--- config.mk ---
export PLATFORM = sky130hd
export DESIGN_NAME = shared_regs_channel_select
export DESIGN_NICKNAME = d
export VERILOG_FILES = /design/src/hdl/shared_regs_pkg.sv /design/src/hdl/shared_regs_channel_select.sv
export SDC_FILE = /design/constraint.sdc
export NUM_CORES = 1
export LEC_CHECK = 0
export ABC_AREA = 1
export BUFFER_PORTS_ARGS = -buffer_cell sky130_fd_sc_hd__buf_4
export CAP_MARGIN = 0
export CORE_MARGIN = 10
export CORE_UTILIZATION = 54
export DETAILED_ROUTE_END_ITERATION = 10
export GPL_TIMING_DRIVEN = 0
export PLACE_DENSITY = 0.8
export SETUP_SLACK_MARGIN = 0.02
export SYNTH_ARGS = -nofsm -noshare
export SYNTH_HDL_FRONTEND = slang
export SYNTH_SLANG_ARGS = --single-unit
--- constraint.sdc ---
create_clock -name mclk_i -period 1.9 [get_ports mclk_i]
set_clock_uncertainty 0.15 [all_clocks]
set_input_delay 0.095 -clock mclk_i [delete_from_list [all_inputs] [get_ports mclk_i]]
set_output_delay 0.095 -clock mclk_i [all_outputs]
set_load 0.01 [all_outputs]
--- src/hdl/shared_regs_pkg.sv ---
// Constants for the shared register bank and lane-space select decoding
package shared_regs_pkg;
   localparam int NUM_LANES = 4;
   localparam logic [7:0] ADDR_SPARE_A = 8'h02;
   localparam logic [7:0] ADDR_SPARE_B = 8'h03;
   localparam logic [7:0] ADDR_RST_LOAD = 8'h04;
   localparam logic [7:0] ADDR_LOAD_IRQ = 8'h05;
   localparam logic [7:0] ADDR_SPARE_C = 8'h06;
   localparam logic [7:0] ADDR_SPARE_D = 8'h07;
   localparam logic [7:0] ADDR_SELECT = 8'hFF;

   // Select register fields
   localparam int SEL_BCAST_BIT = 3;
   localparam int SEL_ENABLE_BIT = 2;
   localparam int SEL_LANE_MSB = 1;
   localparam int SEL_LANE_LSB = 0;

   // 0x04 fields
   localparam int RST_SOFT_BIT = 6;
   localparam int RST_MASTER_BIT = 5;
   localparam int RST_FORCE_BIT = 4;
   localparam logic [7:0] RST_STORE_MASK = 8'h9F;

   // 0x05 fields
   localparam int LD_DISABLE_BIT = 7;
   localparam int LD_DONE_BIT = 4;
   localparam logic [7:0] LD_WR_MASK = 8'hE0;

   // Reset values
   localparam logic [7:0] RST_SPARE_A = 8'h00;
   localparam logic [7:0] RST_SPARE_B = 8'h00;
   localparam logic [7:0] RST_RST_LOAD = 8'h01;
   localparam logic [7:0] RST_LOAD_HI = 8'h00;
   localparam logic RST_DONE = 1'b1;
   localparam logic [7:0] RST_SPARE_C = 8'h00;
   localparam logic [7:0] RST_SPARE_D = 8'h05;
   localparam logic [7:0] RST_SELECT = 8'h00;

   // Read of the select address and of unmapped shared addresses, and lane write strobe patterns
   localparam logic [7:0] SELECT_READ_JUNK = 8'hFF;
   localparam logic [7:0] UNMAPPED_READ = 8'h00;
   localparam logic [3:0] ALL_LANES = 4'hF;
   localparam logic [3:0] LANE0_ONEHOT = 4'h1;
endpackage : shared_regs_pkg

--- src/hdl/shared_regs_channel_select.sv ---
// Shared register bank with lane-space select decoding
`timescale 1ns/10ps
`default_nettype none
module shared_regs_channel_select (
   input wire logic mclk_i,
   input wire logic nrst_i,
   input wire logic wr_i,
   input wire logic rd_i,
   input wire logic [7:0] addr_i,
   input wire logic [7:0] wdata_i,
   input wire logic [3:0][7:0] lane_rdata_i,
   input wire logic [3:0] lane_irq_i,
   input wire logic cfg_load_start_i,
   input wire logic cfg_load_done_i,
   output logic [7:0] rdata_o,
   output logic rvalid_o,
   output logic [3:0] lane_wr_o,
   output logic [7:0] lane_addr_o,
   output logic [7:0] lane_wdata_o,
   output logic shared_soft_reset_o,
   output logic config_master_reset_o,
   output logic force_config_load_o,
   output logic config_load_disable_o
);

   ////////////////////////////////////////////////////////////////////////
   logic [7:0] sel, next_sel;
   logic [7:0] spare_a, next_spare_a;
   logic [7:0] spare_b, next_spare_b;
   logic [7:0] rst_load, next_rst_load;
   logic [7:0] load_hi, next_load_hi;
   logic done, next_done;
   logic [3:0] irq, next_irq;
   logic [7:0] spare_c, next_spare_c;
   logic [7:0] spare_d, next_spare_d;
   logic [7:0] rdata, next_rdata;
   logic rvalid, next_rvalid;
   logic [3:0] lane_wr, next_lane_wr;
   logic [7:0] lane_addr, next_lane_addr;
   logic [7:0] lane_wdata, next_lane_wdata;
   logic soft_rst, next_soft_rst;
   logic mas_rst, next_mas_rst;
   logic [3:0] irq_view;
   logic [7:0] picked_lane_rd;
   logic lane_space;
   logic [1:0] tgt;

   // Lane 0 shows at the top bit
   genvar g;
   generate
      for (g = 0; g < shared_regs_pkg::NUM_LANES; g++) begin : g_irq
         assign irq_view[shared_regs_pkg::NUM_LANES - 1 - g] = lane_irq_i[g];
      end
   endgenerate

   assign lane_space = sel[shared_regs_pkg::SEL_ENABLE_BIT];
   assign tgt = sel[shared_regs_pkg::SEL_LANE_MSB:shared_regs_pkg::SEL_LANE_LSB];
   assign picked_lane_rd = lane_rdata_i[tgt];

   ////////////////////////////////////////////////////////////////////////
   always_comb begin
      next_sel = sel;
      next_spare_a = spare_a;
      next_spare_b = spare_b;
      next_rst_load = rst_load;
      next_load_hi = load_hi;
      next_spare_c = spare_c;
      next_spare_d = spare_d;
      next_rdata = rdata;
      next_rvalid = 1'b0;
      next_lane_wr = 4'h0;
      next_lane_addr = lane_addr;
      next_lane_wdata = lane_wdata;
      next_soft_rst = 1'b0;
      next_mas_rst = 1'b0;
      next_irq = irq_view;
      next_done = done;
      // A completion in the same cycle as a new start wins
      if (cfg_load_start_i) begin
         next_done = 1'b0;
      end
      if (cfg_load_done_i) begin
         next_done = 1'b1;
      end
      if (wr_i) begin
         if (addr_i == shared_regs_pkg::ADDR_SELECT) begin
            next_sel = wdata_i;
         end else if (lane_space) begin
            next_lane_addr = addr_i;
            next_lane_wdata = wdata_i;
            if (sel[shared_regs_pkg::SEL_BCAST_BIT]) begin
               next_lane_wr = shared_regs_pkg::ALL_LANES;
            end else begin
               next_lane_wr = shared_regs_pkg::LANE0_ONEHOT << tgt;
            end
         end else begin
            case (addr_i)
               shared_regs_pkg::ADDR_SPARE_A: begin
                  next_spare_a = wdata_i;
               end
               shared_regs_pkg::ADDR_SPARE_B: begin
                  next_spare_b = wdata_i;
               end
               shared_regs_pkg::ADDR_RST_LOAD: begin
                  // Self-clearing bits are never stored
                  next_rst_load = wdata_i & shared_regs_pkg::RST_STORE_MASK;
                  next_mas_rst = wdata_i[shared_regs_pkg::RST_MASTER_BIT];
                  next_soft_rst = wdata_i[shared_regs_pkg::RST_SOFT_BIT];
               end
               shared_regs_pkg::ADDR_LOAD_IRQ: begin
                  // Done and lane flags are status only
                  next_load_hi = wdata_i & shared_regs_pkg::LD_WR_MASK;
               end
               shared_regs_pkg::ADDR_SPARE_C: begin
                  next_spare_c = wdata_i;
               end
               shared_regs_pkg::ADDR_SPARE_D: begin
                  next_spare_d = wdata_i;
               end
               default: begin
               end
            endcase
            if (next_soft_rst) begin
               // Select is kept so the host does not lose its bearings
               next_spare_a = shared_regs_pkg::RST_SPARE_A;
               next_spare_b = shared_regs_pkg::RST_SPARE_B;
               next_rst_load = shared_regs_pkg::RST_RST_LOAD;
               next_load_hi = shared_regs_pkg::RST_LOAD_HI;
               next_done = shared_regs_pkg::RST_DONE;
               next_spare_c = shared_regs_pkg::RST_SPARE_C;
               next_spare_d = shared_regs_pkg::RST_SPARE_D;
            end
         end
      end else if (rd_i) begin
         next_rvalid = 1'b1;
         if (addr_i == shared_regs_pkg::ADDR_SELECT) begin
            next_rdata = shared_regs_pkg::SELECT_READ_JUNK;
         end else if (lane_space) begin
            next_rdata = picked_lane_rd;
         end else begin
            case (addr_i)
               shared_regs_pkg::ADDR_SPARE_A: begin
                  next_rdata = spare_a;
               end
               shared_regs_pkg::ADDR_SPARE_B: begin
                  next_rdata = spare_b;
               end
               shared_regs_pkg::ADDR_RST_LOAD: begin
                  next_rdata = rst_load;
               end
               shared_regs_pkg::ADDR_LOAD_IRQ: begin
                  next_rdata = {load_hi[7:5], done, irq};
               end
               shared_regs_pkg::ADDR_SPARE_C: begin
                  next_rdata = spare_c;
               end
               shared_regs_pkg::ADDR_SPARE_D: begin
                  next_rdata = spare_d;
               end
               default: begin
                  next_rdata = shared_regs_pkg::UNMAPPED_READ;
               end
            endcase
         end
      end
   end

   always_ff @(posedge mclk_i or negedge nrst_i) begin
      if (!nrst_i) begin
         sel <= shared_regs_pkg::RST_SELECT;
         spare_a <= shared_regs_pkg::RST_SPARE_A;
         spare_b <= shared_regs_pkg::RST_SPARE_B;
         rst_load <= shared_regs_pkg::RST_RST_LOAD;
         load_hi <= shared_regs_pkg::RST_LOAD_HI;
         done <= shared_regs_pkg::RST_DONE;
         irq <= 4'h0;
         spare_c <= shared_regs_pkg::RST_SPARE_C;
         spare_d <= shared_regs_pkg::RST_SPARE_D;
         rdata <= 8'h00;
         rvalid <= 1'b0;
         lane_wr <= 4'h0;
         lane_addr <= 8'h00;
         lane_wdata <= 8'h00;
         soft_rst <= 1'b0;
         mas_rst <= 1'b0;
      end else begin
         sel <= next_sel;
         spare_a <= next_spare_a;
         spare_b <= next_spare_b;
         rst_load <= next_rst_load;
         load_hi <= next_load_hi;
         done <= next_done;
         irq <= next_irq;
         spare_c <= next_spare_c;
         spare_d <= next_spare_d;
         rdata <= next_rdata;
         rvalid <= next_rvalid;
         lane_wr <= next_lane_wr;
         lane_addr <= next_lane_addr;
         lane_wdata <= next_lane_wdata;
         soft_rst <= next_soft_rst;
         mas_rst <= next_mas_rst;
      end
   end

   assign rdata_o = rdata;
   assign rvalid_o = rvalid;
   assign lane_wr_o = lane_wr;
   assign lane_addr_o = lane_addr;
   assign lane_wdata_o = lane_wdata;
   assign shared_soft_reset_o = soft_rst;
   assign config_master_reset_o = mas_rst;
   assign force_config_load_o = rst_load[shared_regs_pkg::RST_FORCE_BIT];
   assign config_load_disable_o = load_hi[shared_regs_pkg::LD_DISABLE_BIT];

   logic lane_wr_req;
   logic shared_wr_req;
   assign lane_wr_req = wr_i && addr_i != shared_regs_pkg::ADDR_SELECT && lane_space;
   assign shared_wr_req = wr_i && addr_i != shared_regs_pkg::ADDR_SELECT && !lane_space;
endmodule : shared_regs_channel_select
`default_nettype wire

# Yosys cells after proc, flatten, opt, wreduce, memory -nomap -nowiden
# Index checks and enable logic that the tools add are counted.
# W data, S select, Z words.
dict set report word_totals {
  in_bits 58
  word_cells 83
  output_inout_bits 33
  ff_bits 88
}
dict set report op_classes {
  bitwise 3
  n_shift 1
  reduce_logical 15
  n_mux 40
  n_lt_le_gt_ge 1
  eq_ne 7
}
# op n
set op_table {}
lappend op_table {{$mux W8} 15}
lappend op_table {{$pmux W8 S6} 1}
lappend op_table {{$eq A8 B3 Y1 const B} 4}
lappend op_table {{$reduce_and A4 Y1} 6}
lappend op_table {{$mux W1} 19}
lappend op_table {{$bmux W8 S2} 1}
lappend op_table {{$eq A8 B2 Y1 const B} 2}
lappend op_table {{$mux W4} 4}
lappend op_table {{$reduce_bool A2 Y1} 6}
lappend op_table {{$eq A8 B8 Y1 const B} 1}
lappend op_table {{$reduce_and A2 Y1} 2}
lappend op_table {{$shl A1 B2 Y4 const A} 1}
lappend op_table {{$lt A2 B3 Y1 const B} 1}
lappend op_table {{$not A1 Y1} 3}
lappend op_table {{$reduce_and A3 Y1} 1}

# Logic depth before layout (Yosys ltp)
# Gate-level depths: netlist of the first run.
dict set report logic_depth {
  ltp_word 9
  depth_mapped 12
  mapped_depth_nobuf 10
}

# Worst setup path after synthesis of the first run
# Ideal clock, no wire load.
dict set report synth_timing {
  path_type {register to register}
  startpoint {reg sel[2]}
  endpoint {reg spare_d[0]}
  t_required_ns 1.674
  path_stages_with_launch 6
  path_slack_ns 0.457
  t_arrival_ns 1.217
  cell_sequence {dfrtp_1 > buf_2 > clkinv_1 > nand3_1 > nor2_1 > a22oi_2}
}
dict set report synth_via {
  elab_chain_len 2
}
# element line
set synth_lines {}
lappend synth_lines {{start: declaration} shared_regs_channel_select.sv:27} ;# logic [7:0] sel, next_sel;
lappend synth_lines {{start signal: assignment} shared_regs_channel_select.sv:170} ;# sel <= shared_regs_pkg::RST_SELECT;
lappend synth_lines {{start signal: assignment} shared_regs_channel_select.sv:187} ;# sel <= next_sel;
lappend synth_lines {{$not A1 Y1 (no line)} n/a}
lappend synth_lines {{$reduce_and A4 Y1 (no line)} n/a}
lappend synth_lines {{end signal: assignment} shared_regs_channel_select.sv:178} ;# spare_d <= shared_regs_pkg::RST_SPARE_D;
lappend synth_lines {{end signal: assignment} shared_regs_channel_select.sv:195} ;# spare_d <= next_spare_d;
lappend synth_lines {{end: declaration} shared_regs_channel_select.sv:35} ;# logic [7:0] spare_d, next_spare_d;
# Every way passes these cells.
# A chain may end at the register's enable or synchronous reset.

# Final worst setup path of the first run
dict set report layout_timing {
  startpoint {in addr_i[0]}
  endpoint {reg rst_load[1]}
}
dict set report layout_via {
  elab_chain_len 7
}
# element line
set layout_lines {}
lappend layout_lines {{start: declaration} shared_regs_channel_select.sv:9} ;# input wire logic [7:0] addr_i,
lappend layout_lines {{$eq A8 B3 Y1} shared_regs_channel_select.sv:97} ;# case (addr_i)
lappend layout_lines {{$mux W1} shared_regs_channel_select.sv:97}
lappend layout_lines {{$mux W1} shared_regs_channel_select.sv:88} ;# end else if (lane_space) begin
lappend layout_lines {{$mux W1} shared_regs_channel_select.sv:86} ;# if (addr_i == shared_regs_pkg::ADDR_SELECT) begin
lappend layout_lines {{$mux W1} shared_regs_channel_select.sv:85} ;# if (wr_i) begin
lappend layout_lines {{$reduce_bool A2 Y1 (no line)} n/a}
lappend layout_lines {{$reduce_and A4 Y1 (no line)} n/a}
lappend layout_lines {{end signal: assignment} shared_regs_channel_select.sv:173} ;# rst_load <= shared_regs_pkg::RST_RST_LOAD;
lappend layout_lines {{end signal: assignment} shared_regs_channel_select.sv:190} ;# rst_load <= next_rst_load;
lappend layout_lines {{end: declaration} shared_regs_channel_select.sv:30} ;# logic [7:0] rst_load, next_rst_load;
# Parallel ways exist; a longest one is shown, timed or not. The select of a mux whose other input is x is not followed.

==> results.sh, run 1 <==
export IMPL_vertical_die_dimension_um=105
export IMPL_place_ws_ns=0.138
export IMPL_yosysWarnings=0
export IMPL_synth_area_per_cell_um2=8.21
export IMPL_cts_tree="yes"
export IMPL_switching_share_pct=28.2
export IMPL_clock_sinks=81
export IMPL_gp_congestion=0.837
export IMPL_layout_nets=665
export IMPL_worst_endpoint_arrival_ns=1.87
export IMPL_rsz0062_at_grt="no"
export IMPL_finalMaxSlewViolations=0
export IMPL_timing_final_hold_violations=0
export IMPL_port_buffers=89
export IMPL_synth_compound_area_share_pct=12.1
export IMPL_fmax_mhz=553
export IMPL_flow_area_growth_from_synthesis_pct=32.0
export IMPL_tightest_slew_ns=1.00
export IMPL_drive_above_1_share_pct=27.1
export IMPL_muxShareOfSynthArea_pct=0
export IMPL_run_status="completed"
export IMPL_setup_slack_ns=0.0922
export IMPL_synth_simple_gate_area_share_pct=29.9
export IMPL_ys_seq_area_share_pct=51.6
export IMPL_synth_flop_cell="sky130_fd_sc_hd__dfrtp_1"
export IMPL_power_static_leakage_nw=2.65
export IMPL_power_combinational_fraction_pct=19.6
export IMPL_power_sequential_fraction_pct=51.9
export IMPL_synth_edff_count=0
export IMPL_critPathMaxFanout=10
export IMPL_cp_start_kind="primary input"
export IMPL_routed_wirelength_um=11300
export IMPL_totalNegativeSetupSlack_ns=0
export IMPL_internal_power_mw=2.78
export IMPL_dominant_combinational_cell_family_by_area_after_synthesis="simple AND/OR/NAND/NOR gates"
export IMPL_synth_ff_latch_count=81
export IMPL_route_detailed_vias_per_inst=5.28
export IMPL_final_min_clock_period_ns=1.81
export IMPL_antenna_cells=0
export IMPL_grt_pass1_wl_um=18100
export IMPL_cts_reportedPaths_clkPinSlew_ns=0.08
export IMPL_maximum_number_of_pins_on_one_net_before_global_route_repair=82
export IMPL_max_cap_violations=0
export IMPL_core_region_area_um2=7180
export IMPL_power_per_cell_area_nw_per_um2=745
export IMPL_final_setup_viol_count=0
export IMPL_placed_cells=668
export IMPL_detail_route_drc_violations=0
export IMPL_worst_skew_late_latency_ns=0.35
export IMPL_ctsRootBufferMaster="sky130_fd_sc_hd__clkbuf_8"
export IMPL_drt_antenna_violating_nets=0
export IMPL_hold_path_class="in2reg"
export IMPL_ir_worst_vdd_v=0.000505
export IMPL_die_w_um=105
export IMPL_design_die_area_um2=11100
export IMPL_post_syn_area_um2=3940
export IMPL_initialDrtViolationCount=379
export IMPL_tritoncts_buffers=9
export IMPL_top_level_ports=91
export IMPL_pwr_share_clk_pct=28.5
export IMPL_layout_common_cells="sky130_fd_sc_hd__nand2_1 (139), sky130_fd_sc_hd__buf_4 (93), sky130_fd_sc_hd__dfrtp_1 (77), sky130_fd_sc_hd__nor2_1 (51), sky130_fd_sc_hd__nand3_1 (34)"
export IMPL_synth_distinct_cells=27
export IMPL_netlist_instances=480
export IMPL_yosys_area_share_adder_pct=0
export IMPL_initial_util_pct=54.9
export IMPL_clockBufferDepth=2
export IMPL_net_switching_power_mw=1.09
export IMPL_grt_overflow=0
export IMPL_postSynthNetCount=538
export IMPL_final_common_cell="sky130_fd_sc_hd__nand2_1"
export IMPL_routed_via_count=3756
export IMPL_synth_async_sr_flop_share_pct=100
export IMPL_placement_rows=31
export IMPL_post_synth_xor_area_fraction_pct=0
export IMPL_end_kind="register"
export IMPL_cts_htree_levels=3
export IMPL_post_route_period_util_pct=95.1
export IMPL_grt_pass1_vias=3533
export IMPL_routed_wire_length_per_instance_um=15.9
export IMPL_crit_required_ns=1.97
export IMPL_worst_setup_path_type="in2reg"
export IMPL_worst_slew_margin_rel_pct=33.0
export IMPL_grt_antenna_before_repair=0
export IMPL_drt_pass1_iterations=5
export IMPL_globalRouteTotalUtil_pct=20.0
export IMPL_finish_cell_count_without_fillers=711
export IMPL_hpwl_um=8120
cell usage after synthesis, types with 4 or more instances:
cell                      number  area [µm²]
sky130_fd_sc_hd__a21oi_1      17        85.1
sky130_fd_sc_hd__buf_2         8        40.0
sky130_fd_sc_hd__dfrtp_1      77        1930
sky130_fd_sc_hd__dfstp_2       4         105
sky130_fd_sc_hd__inv_1        33         124
sky130_fd_sc_hd__inv_2         6        22.5
sky130_fd_sc_hd__nand2_1     144         541
sky130_fd_sc_hd__nand2_4       6        67.6
sky130_fd_sc_hd__nand3_1      34         170
sky130_fd_sc_hd__nand4_1       9        56.3
sky130_fd_sc_hd__nor2_1       53         199
sky130_fd_sc_hd__o21ai_0      31         155
sky130_fd_sc_hd__o21ai_1      20         100
sky130_fd_sc_hd__o21ai_2      11        96.3
cells by family after synthesis:
group,after synthesis
buf+inv,56
simple gates,261
compound gates,82
flops,81
area by class of cell:
class                      count  area (µm²)
tap                           99         124
sequential                    81        2030
inverter                      41         154
clock inverter                 3        17.5
clock buffer                  13         149
fill                         547        1980
buffer                        15         100
timing repair buffer         116         936
multi-input combinational    343        1690
final timing paths:
kind	start	endpoint	slack, ns	cells after the start
worst max-delay path	addr_i[0]	rst_load[1]$_DFFE_PN0P_	0.09	11
worst min-delay path	lane_rdata_i[8]	rdata_o[0]$_DFFE_PN0P_	0.01	5
worst max register to register	sel[2]$_DFFE_PN0P_	spare_d[2]$_DFFE_PN1P_	0.14	5
worst min register to register	spare_c[4]$_DFFE_PN0P_	spare_c[4]$_DFFE_PN0P_	0.34	2
max in group asynchronous	nrst_i	rdata_o[5]$_DFFE_PN0P_	0.65	2
min in group asynchronous	nrst_i	lane_addr_o[7]$_DFFE_PN0P_	0.28	2
registers in the layout (all words and copies together), names as in the netlist:
signal                 cells
spare_a                    8
config_master_reset_o      1
sel                        4
irq                        4
spare_b                    8
spare_d                    8
lane_addr_o                8
rdata_o                    8
lane_wdata_o               8
rst_load                   6
lane_wr_o                  4
spare_c                    8
done                       1
rvalid_o                   1
load_hi                    3
shared_soft_reset_o        1
stage by stage:
step                      instance area, µm²  hold WS (ns)  total power, mW  util (%)
after floorplan                         3940        -0.351             2.34         -
after global placement                  4730        0.0547             2.72      65.9
after detailed placement                4730        0.0557             2.75      65.9
after CTS                               5160       0.00995             3.89      71.9
after global routing                    5200        0.0394             4.07      72.4
final                                   5200        0.0128             3.88      72.4
worst max-delay path, stage by stage:
cell                            delay (ns)
sky130_fd_sc_hd__dlygate4sd3_1        0.54
sky130_fd_sc_hd__buf_4                0.15
sky130_fd_sc_hd__inv_2                0.06
sky130_fd_sc_hd__nand2_2              0.08
sky130_fd_sc_hd__nor2_8               0.10
sky130_fd_sc_hd__nand2_4              0.09
sky130_fd_sc_hd__nor2_8               0.14
sky130_fd_sc_hd__inv_2                0.05
sky130_fd_sc_hd__buf_6                0.15
sky130_fd_sc_hd__nand2_1              0.27
sky130_fd_sc_hd__o21ai_0              0.14
per-layer routing:
| layer | vias to the layer above | track usage (%) | wire, µm |
|---|---|---|---|
| li1 | 1796 | - | - |
| met1 | 1763 | 26.0 | 4790 |
| met2 | 173 | 31.3 | 5290 |
| met3 | 24 | 4.81 | 948 |
| met4 | 0 | 8.73 | 285 |
| met5 | - | 0 | 0 |
power groups by stage:
stage / logic, mW / registers, mW / clock network, mW
3_5_place_dp: 0.711 / 2.04 / 0
2_1_floorplan: 0.261 / 2.08 / 0
3_3_place_gp: 0.692 / 2.03 / 0
4_1_cts: 0.755 / 2.01 / 1.13
6_report: 0.761 / 2.01 / 1.10
5_1_grt: 0.840 / 2.03 / 1.20
timing repair:
action	CTS	global route
setup buffers	0	1
gates resized for setup	0	13
endpoints found under the setup margin	0	51
hold endpoints to repair	113	0
hold buffers	26	0
(Power assumes the default switching activity.)
==> run 2: changes to the inputs <==
--- a/config.mk
+++ b/config.mk
@@ -12,7 +12,7 @@
 export CORE_UTILIZATION = 54
 export DETAILED_ROUTE_END_ITERATION = 10
 export GPL_TIMING_DRIVEN = 0
-export PLACE_DENSITY = 0.8
+export PLACE_DENSITY = 0.84
 export SETUP_SLACK_MARGIN = 0.02
 export SYNTH_ARGS = -nofsm -noshare
 export SYNTH_HDL_FRONTEND = slang
==> run 2 against run 1 <==
Effect of this change: count of clock-buffer cells in the layout is 3 lower; clock power grew 15%; cell area rose by 0.60%; global-route usage increased by 1.2 points; critical endpoint is now spare_a[6]$_DFFE_PN0P_; non-clock buffer count is 3 higher; wire length up 4.4%.
==> results.sh, run 2 (synthesis gave the netlist of run 1 again) <==
export IMPL_run_status="completed"
export IMPL_cell_area_reported_after_detailed_placement_um2=4730
export IMPL_crit_required_ns=1.99
export IMPL_cp_most_frequent_cell="sky130_fd_sc_hd__inv_1"
export IMPL_finish_cell_count_without_fillers=714
export IMPL_placement_rows=31
export IMPL_worst_skew_late_latency_ns=0.37
export IMPL_final_util_pct=72.9
export IMPL_top_level_ports=91
export IMPL_internal_power_mw=2.89
export IMPL_final_common_cell="sky130_fd_sc_hd__nand2_1"
export IMPL_path_buf_inv=5
export IMPL_finalInstanceArea_um2=5230
export IMPL_cts_tree="yes"
export IMPL_critPathMaxFanout=10
export IMPL_fmax_mhz=548
export IMPL_net_switching_power_mw=1.16
export IMPL_power_per_cell_area_nw_per_um2=773
export IMPL_layout_nets=668
export IMPL_rsz0062_at_grt="yes"
export IMPL_end_kind="register"
export IMPL_max_cap_violations=0
export IMPL_cts_htree_levels=3
export IMPL_cp_start_kind="primary input"
export IMPL_setup_slack_ns=0.0754
export IMPL_slowest_stage="sky130_fd_sc_hd__dlygate4sd3_1"
export IMPL_port_buffers=89
export IMPL_pwr_share_clk_pct=31.2
export IMPL_finalPower_mw=4.05
export IMPL_detail_route_drc_violations=0
export IMPL_routed_wirelength_um=11800
export IMPL_cp_cell_sequence="dlygate4sd3_1 > buf_4 > inv_1 > nor3_1 > nand2_1 > inv_1 > nor2_1 > nand3_2 > buf_2 > o21ai_1"
export IMPL_power_combinational_fraction_pct=18.9
export IMPL_hpwl_um=8220
export IMPL_hold_path_class="in2reg"
export IMPL_cts_reportedPaths_clkPinSlew_ns=0.08
export IMPL_holdWs_ns=0.00264
export IMPL_grt_pass1_vias=3790
export IMPL_ctsRootBufferMaster="sky130_fd_sc_hd__clkbuf_8"
export IMPL_worst_setup_path_type="in2reg"
export IMPL_post_route_period_util_pct=96.0
export IMPL_drive_above_1_share_pct=27.2
export IMPL_grt_pass1_wl_um=19200
export IMPL_worst_endpoint_arrival_ns=1.91
export IMPL_globalRouteTotalUtil_pct=21.3
export IMPL_maximum_number_of_pins_on_one_net_before_global_route_repair=82
export IMPL_grt_antenna_before_repair=0
export IMPL_vertical_die_dimension_um=105
export IMPL_power_static_leakage_nw=2.67
export IMPL_clock_sinks=81
export IMPL_tightest_slew_ns=1.00
export IMPL_antenna_cells=0
export IMPL_switching_share_pct=28.6
export IMPL_initialDrtViolationCount=346
export IMPL_power_sequential_fraction_pct=49.9
export IMPL_layout_common_cells="sky130_fd_sc_hd__nand2_1 (142), sky130_fd_sc_hd__buf_4 (95), sky130_fd_sc_hd__dfrtp_1 (77), sky130_fd_sc_hd__nor2_1 (52), sky130_fd_sc_hd__nand3_1 (34)"
export IMPL_finalMaxSlewViolations=0
export IMPL_gp_congestion=0.832
export IMPL_grt_overflow=0
export IMPL_drt_antenna_violating_nets=0
export IMPL_tritoncts_buffers=9
export IMPL_timing_final_hold_violations=0
export IMPL_place_ws_ns=0.166
export IMPL_die_w_um=105
export IMPL_core_region_area_um2=7180
export IMPL_initial_util_pct=54.9
export IMPL_final_setup_viol_count=0
export IMPL_totalNegativeSetupSlack_ns=0
export IMPL_timing_critical_path_max_delay_family="buffers and inverters"
export IMPL_drt_pass1_iterations=7
export IMPL_final_min_clock_period_ns=1.82
export IMPL_max_stage_delay_ns=0.53
export IMPL_routed_via_count=3823
export IMPL_flow_area_growth_from_synthesis_pct=32.8
export IMPL_placed_cells=668
export IMPL_worst_slew_margin_rel_pct=33.2
export IMPL_routed_wire_length_per_instance_um=16.5
export IMPL_design_die_area_um2=11100
export IMPL_route_detailed_vias_per_inst=5.35
export IMPL_ir_worst_vdd_v=0.000587
export IMPL_clockBufferDepth=2
==> run 2: cell types whose count changed in the layout (fill, tap and decap cells not counted), moves of 2 or more <==
| cell | previous run | this run |
|---|---|---|
| sky130_fd_sc_hd__buf_4 | 93 | 95 |
| sky130_fd_sc_hd__clkbuf_1 | 4 | 2 |
| sky130_fd_sc_hd__nand2_1 | 139 | 142 |
| sky130_fd_sc_hd__nand2_2 | 8 | 5 |
==> run 2: layout make-up <==
| cell class | count | area [µm²] |
|---|---|---|
| buffer | 15 | 97.6 |
| timing repair buffer | 119 | 958 |
| inverter | 41 | 154 |
| clock inverter | 6 | 67.6 |
| clock buffer | 10 | 128 |
| fill | 515 | 1950 |
| sequential | 81 | 2030 |
| multi-input combinational | 343 | 1670 |
| tap | 99 | 124 |
==> run 2: worst reg2reg max path, delay by kind of cell, from the launching register on <==
family / cells / cell delay [ns]
DFF: 1 / 0.51
AOI/OAI and AO/OA: 1 / 0.17
buffers and inverters: 2 / 0.56
and+or+nand+nor: 2 / 0.26
==> run 2: worst paths after layout <==
check / slack [ns] / startpoint / cells after the start / end
hold / removal: 0.003 / lane_rdata_i[12] / 5 / rdata_o[4]$_DFFE_PN0P_
hold reg to reg: 0.33 / spare_c[2]$_DFFE_PN0P_ / 2 / spare_c[2]$_DFFE_PN0P_
min in group asynchronous: 0.28 / nrst_i / 2 / lane_wdata_o[7]$_DFFE_PN0P_
setup / recovery: 0.08 / addr_i[2] / 10 / spare_a[6]$_DFFE_PN0P_
setup reg to reg: 0.18 / sel[2]$_DFFE_PN0P_ / 5 / spare_d[0]$_DFFE_PN1P_
max in group asynchronous: 0.66 / nrst_i / 2 / rst_load[1]$_DFFE_PN0P_
==> run 2: per-layer routing <==
metal / vias up / part of all wire (%) / track usage (%)
met1: 1808 / 40 / 25.1
li1: 1803 / - / -
met5: - / 0 / 0
met4: 0 / 3.1 / 11.2
met3: 29 / 7.6 / 4.63
met2: 183 / 49 / 35.6
==> run 2: power groups by stage <==
stage / combinational [mW] / sequential [mW] / clock [mW]
CTS: 0.758 / 2.01 / 1.28
finish: 0.764 / 2.02 / 1.26
detailed placement: 0.712 / 2.04 / 0
global route: 0.840 / 2.04 / 1.35
floorplan: 0.261 / 2.08 / 0
global placement: 0.691 / 2.03 / 0
==> run 2: repair_timing <==
| item | 4_1_cts | 5_1_grt |
|---|---|---|
| hold buffers | 26 | 0 |
| buffers inserted | 0 | 4 |
| gates resized for setup | 0 | 6 |
| setup endpoints to repair | 0 | 18 |
| endpoints found under the hold margin | 117 | 0 |
==> run 3: changes to the inputs <==
--- a/config.mk
+++ b/config.mk
@@ -5,7 +5,7 @@
 export SDC_FILE = /design/constraint.sdc
 export NUM_CORES = 1
 export LEC_CHECK = 0
-export ABC_AREA = 1
+export ABC_AREA = 0
 export BUFFER_PORTS_ARGS = -buffer_cell sky130_fd_sc_hd__buf_4
 export CAP_MARGIN = 0
 export CORE_MARGIN = 10
==> run 3 against run 2 <==
Effect of this change: synthesized area up 2.1%; largest cell class unchanged; largest power group unchanged; count of clock-buffer cells in the layout is 1 lower; synthesized cell count fell by 29%; non-clock buffer count fell by 6; combinational power up 7.6%; critical path type is now reg2reg; worst hold slack improved by 0.028 ns; clock power about the same.
==> results.sh, run 3 <==
export IMPL_run_status="completed"
export IMPL_end_kind="register"
export IMPL_worst_hold_startpoint="wr_i"
export IMPL_ys_seq_area_share_pct=50.5
export IMPL_worst_skew_late_latency_ns=0.36
export IMPL_routed_wire_length_per_instance_um=19.8
export IMPL_synth_distinct_cells=50
export IMPL_core_region_area_um2=7250
export IMPL_layout_nets=517
export IMPL_hpwl_um=8080
export IMPL_final_setup_viol_count=0
export IMPL_ir_worst_vdd_v=0.000618
export IMPL_drt_pass1_iterations=5
export IMPL_gp_congestion=0.894
export IMPL_synth_ff_latch_count=81
export IMPL_net_switching_power_mw=1.14
export IMPL_synth_async_sr_flop_share_pct=100
export IMPL_routed_via_count=3309
export IMPL_switching_share_pct=27.9
export IMPL_flow_area_growth_from_synthesis_pct=31.0
export IMPL_tritoncts_buffers=9
export IMPL_finalPower_mw=4.09
export IMPL_power_per_cell_area_nw_per_um2=777
export IMPL_gr_usage_met2_pct=32.2
export IMPL_timing_final_hold_violations=0
export IMPL_fmax_mhz=535
export IMPL_finalInstanceArea_um2=5270
export IMPL_synth_area_per_cell_um2=11.9
export IMPL_cts_tree="yes"
export IMPL_power_sequential_fraction_pct=48.3
export IMPL_r2r_worst_path_cells=5
export IMPL_worstHoldPathCells=4
export IMPL_hold_path_class="in2reg"
export IMPL_globalRouteMet3Util_pct=5.01
export IMPL_antenna_cells=0
export IMPL_synth_flop_cell="sky130_fd_sc_hd__dfrtp_1"
export IMPL_clockBufferDepth=2
export IMPL_power_static_leakage_nw=2.59
export IMPL_grt_pass1_vias=3430
export IMPL_port_buffers=88
export IMPL_synth_edff_count=0
export IMPL_vertical_die_dimension_um=106
export IMPL_holdPathEnd="rdata_o[3]$_DFFE_PN0P_"
export IMPL_met1_usage_pct=24.0
export IMPL_finalMaxSlewViolations=0
export IMPL_post_route_period_util_pct=98.3
export IMPL_netlist_instances=339
export IMPL_max_cap_violations=0
export IMPL_reg2reg_slack_ns=0.03
export IMPL_critPathMaxFanout=8
export IMPL_layout_common_cells="sky130_fd_sc_hd__buf_4 (90), sky130_fd_sc_hd__dfrtp_1 (76), sky130_fd_sc_hd__mux2_2 (32), sky130_fd_sc_hd__nor2_1 (28), sky130_fd_sc_hd__mux2i_1 (28)"
export IMPL_grt_overflow=0
export IMPL_clock_sinks=81
export IMPL_place_ws_ns=-0.135
export IMPL_placed_cells=526
export IMPL_final_min_clock_period_ns=1.87
export IMPL_pwr_share_clk_pct=31.6
export IMPL_route_detailed_vias_per_inst=5.88
export IMPL_design_die_area_um2=11300
export IMPL_worst_setup_path_type="reg2reg"
export IMPL_final_common_cell="sky130_fd_sc_hd__buf_4"
export IMPL_yosysWarnings=0
export IMPL_finish_cell_count_without_fillers=563
export IMPL_maximum_number_of_pins_on_one_net_before_global_route_repair=82
export IMPL_synth_top_cells_by_count="sky130_fd_sc_hd__dfrtp_1 (77), sky130_fd_sc_hd__mux2_2 (33), sky130_fd_sc_hd__mux2i_1 (28), sky130_fd_sc_hd__nor2_1 (28), sky130_fd_sc_hd__inv_1 (18)"
export IMPL_crit_required_ns=2.00
export IMPL_cp_start_kind="register"
export IMPL_post_synth_top_area_fraction_pct=47.9
export IMPL_r2r_start="sel[2]$_DFFE_PN0P_"
export IMPL_drive_above_1_share_pct=38.6
export IMPL_cts_reportedPaths_clkPinSlew_ns=0.09
export IMPL_globalRouteTotalUtil_pct=19.8
export IMPL_placement_rows=31
export IMPL_synth_most_common_cell="sky130_fd_sc_hd__dfrtp_1"
export IMPL_die_w_um=106
export IMPL_cts_htree_levels=3
export IMPL_grt_antenna_before_repair=0
export IMPL_detail_route_drc_violations=0
export IMPL_drt_antenna_violating_nets=0
export IMPL_ctsRootBufferMaster="sky130_fd_sc_hd__clkbuf_8"
export IMPL_worst_slew_margin_rel_pct=33.6
export IMPL_totalNegativeSetupSlack_ns=0
export IMPL_grt_pass1_wl_um=17800
export IMPL_worst_endpoint_arrival_ns=1.96
export IMPL_postSynthNetCount=397
export IMPL_cell_area_reported_after_detailed_placement_um2=4800
export IMPL_top_level_ports=91
export IMPL_final_util_pct=72.6
export IMPL_holdWs_ns=0.0309
export IMPL_setup_slack_ns=0.0322
export IMPL_post_syn_area_um2=4020
export IMPL_initial_util_pct=55.4
export IMPL_synth_top_cells_by_area="sky130_fd_sc_hd__dfrtp_1 (48%), sky130_fd_sc_hd__mux2_2 (9.2%), sky130_fd_sc_hd__mux2i_1 (7.0%)"
export IMPL_power_combinational_fraction_pct=20.1
export IMPL_routed_wirelength_um=11200
export IMPL_tightest_slew_ns=0.996
export IMPL_top_usage_layer="met2"
export IMPL_initialDrtViolationCount=204
export IMPL_internal_power_mw=2.95
export IMPL_crit_reg2reg_capture="spare_c[4]$_DFFE_PN0P_"
export IMPL_synth_area_leader_cell="sky130_fd_sc_hd__dfrtp_1"
-- run 3: worst max-delay path, cell delays in order, from the launching register on --
cell and delay (ns):
sky130_fd_sc_hd__dfrtp_2 0.44, sky130_fd_sc_hd__nor2b_4 0.18, sky130_fd_sc_hd__and3_4 0.21, sky130_fd_sc_hd__buf_6 0.15, sky130_fd_sc_hd__o2111ai_4 0.25, sky130_fd_sc_hd__mux2_4 0.37
-- run 3: final cells by class --
type / instances / area [µm²]
multi-input combinational: 221 / 1840
clock buffer: 9 / 124
timing repair buffer: 109 / 878
inverter: 18 / 67.6
sequential: 81 / 2030
clock inverter: 7 / 78.8
fill: 504 / 1990
buffer: 19 / 119
tap: 99 / 124
-- run 3: per-layer routing --
layer,share of wire [%],up-vias
met5,0,-
met4,3.7,0
met3,7.1,32
met2,49,151
met1,40,1623
li1,-,1503
-- run 3: worst max path at each step --
stage                       startpoint                      to  slack (ns)  depth (start not counted)
global route        sel[2]$_DFFE_PN0P_  spare_c[4]$_DFFE_PN0P_       -0.01                          5
global placement    sel[2]$_DFFE_PN0P_  spare_b[1]$_DFFE_PN0P_       -0.05                          4
floorplan           sel[0]$_DFFE_PN0P_  rdata_o[5]$_DFFE_PN0P_        0.20                          4
CTS                 sel[0]$_DFFE_PN0P_  rdata_o[6]$_DFFE_PN0P_        0.03                          4
detailed placement  sel[2]$_DFFE_PN0P_  spare_b[7]$_DFFE_PN0P_       -0.14                          4
finish              sel[2]$_DFFE_PN0P_  spare_c[4]$_DFFE_PN0P_        0.03                          5
-- run 3: cell families after synthesis --
kind of cell,synth area share (%)
simple gates,11.4
compound gates,14.0
flops,50.5
buf+inv,4.54
mux,19.6
-- run 3: timing repair --
action / in CTS / in global routing
gates resized for setup: 2 / 10
hold endpoints to repair: 124 / 0
pin swaps: 0 / 1
setup buffers: 0 / 2
setup endpoints to repair: 19 / 41
hold buffers: 19 / 0
-- run 3: power groups by stage --
stage                     Combinational, mW  Sequential (mW)  Clock [mW]
after detailed placement              0.788             2.01           0
final                                 0.822             1.98        1.29
after global routing                  0.896             2.00        1.39
after CTS                             0.823             1.98        1.30
after global placement                0.771             2.00           0
after floorplan                       0.324             2.05           0
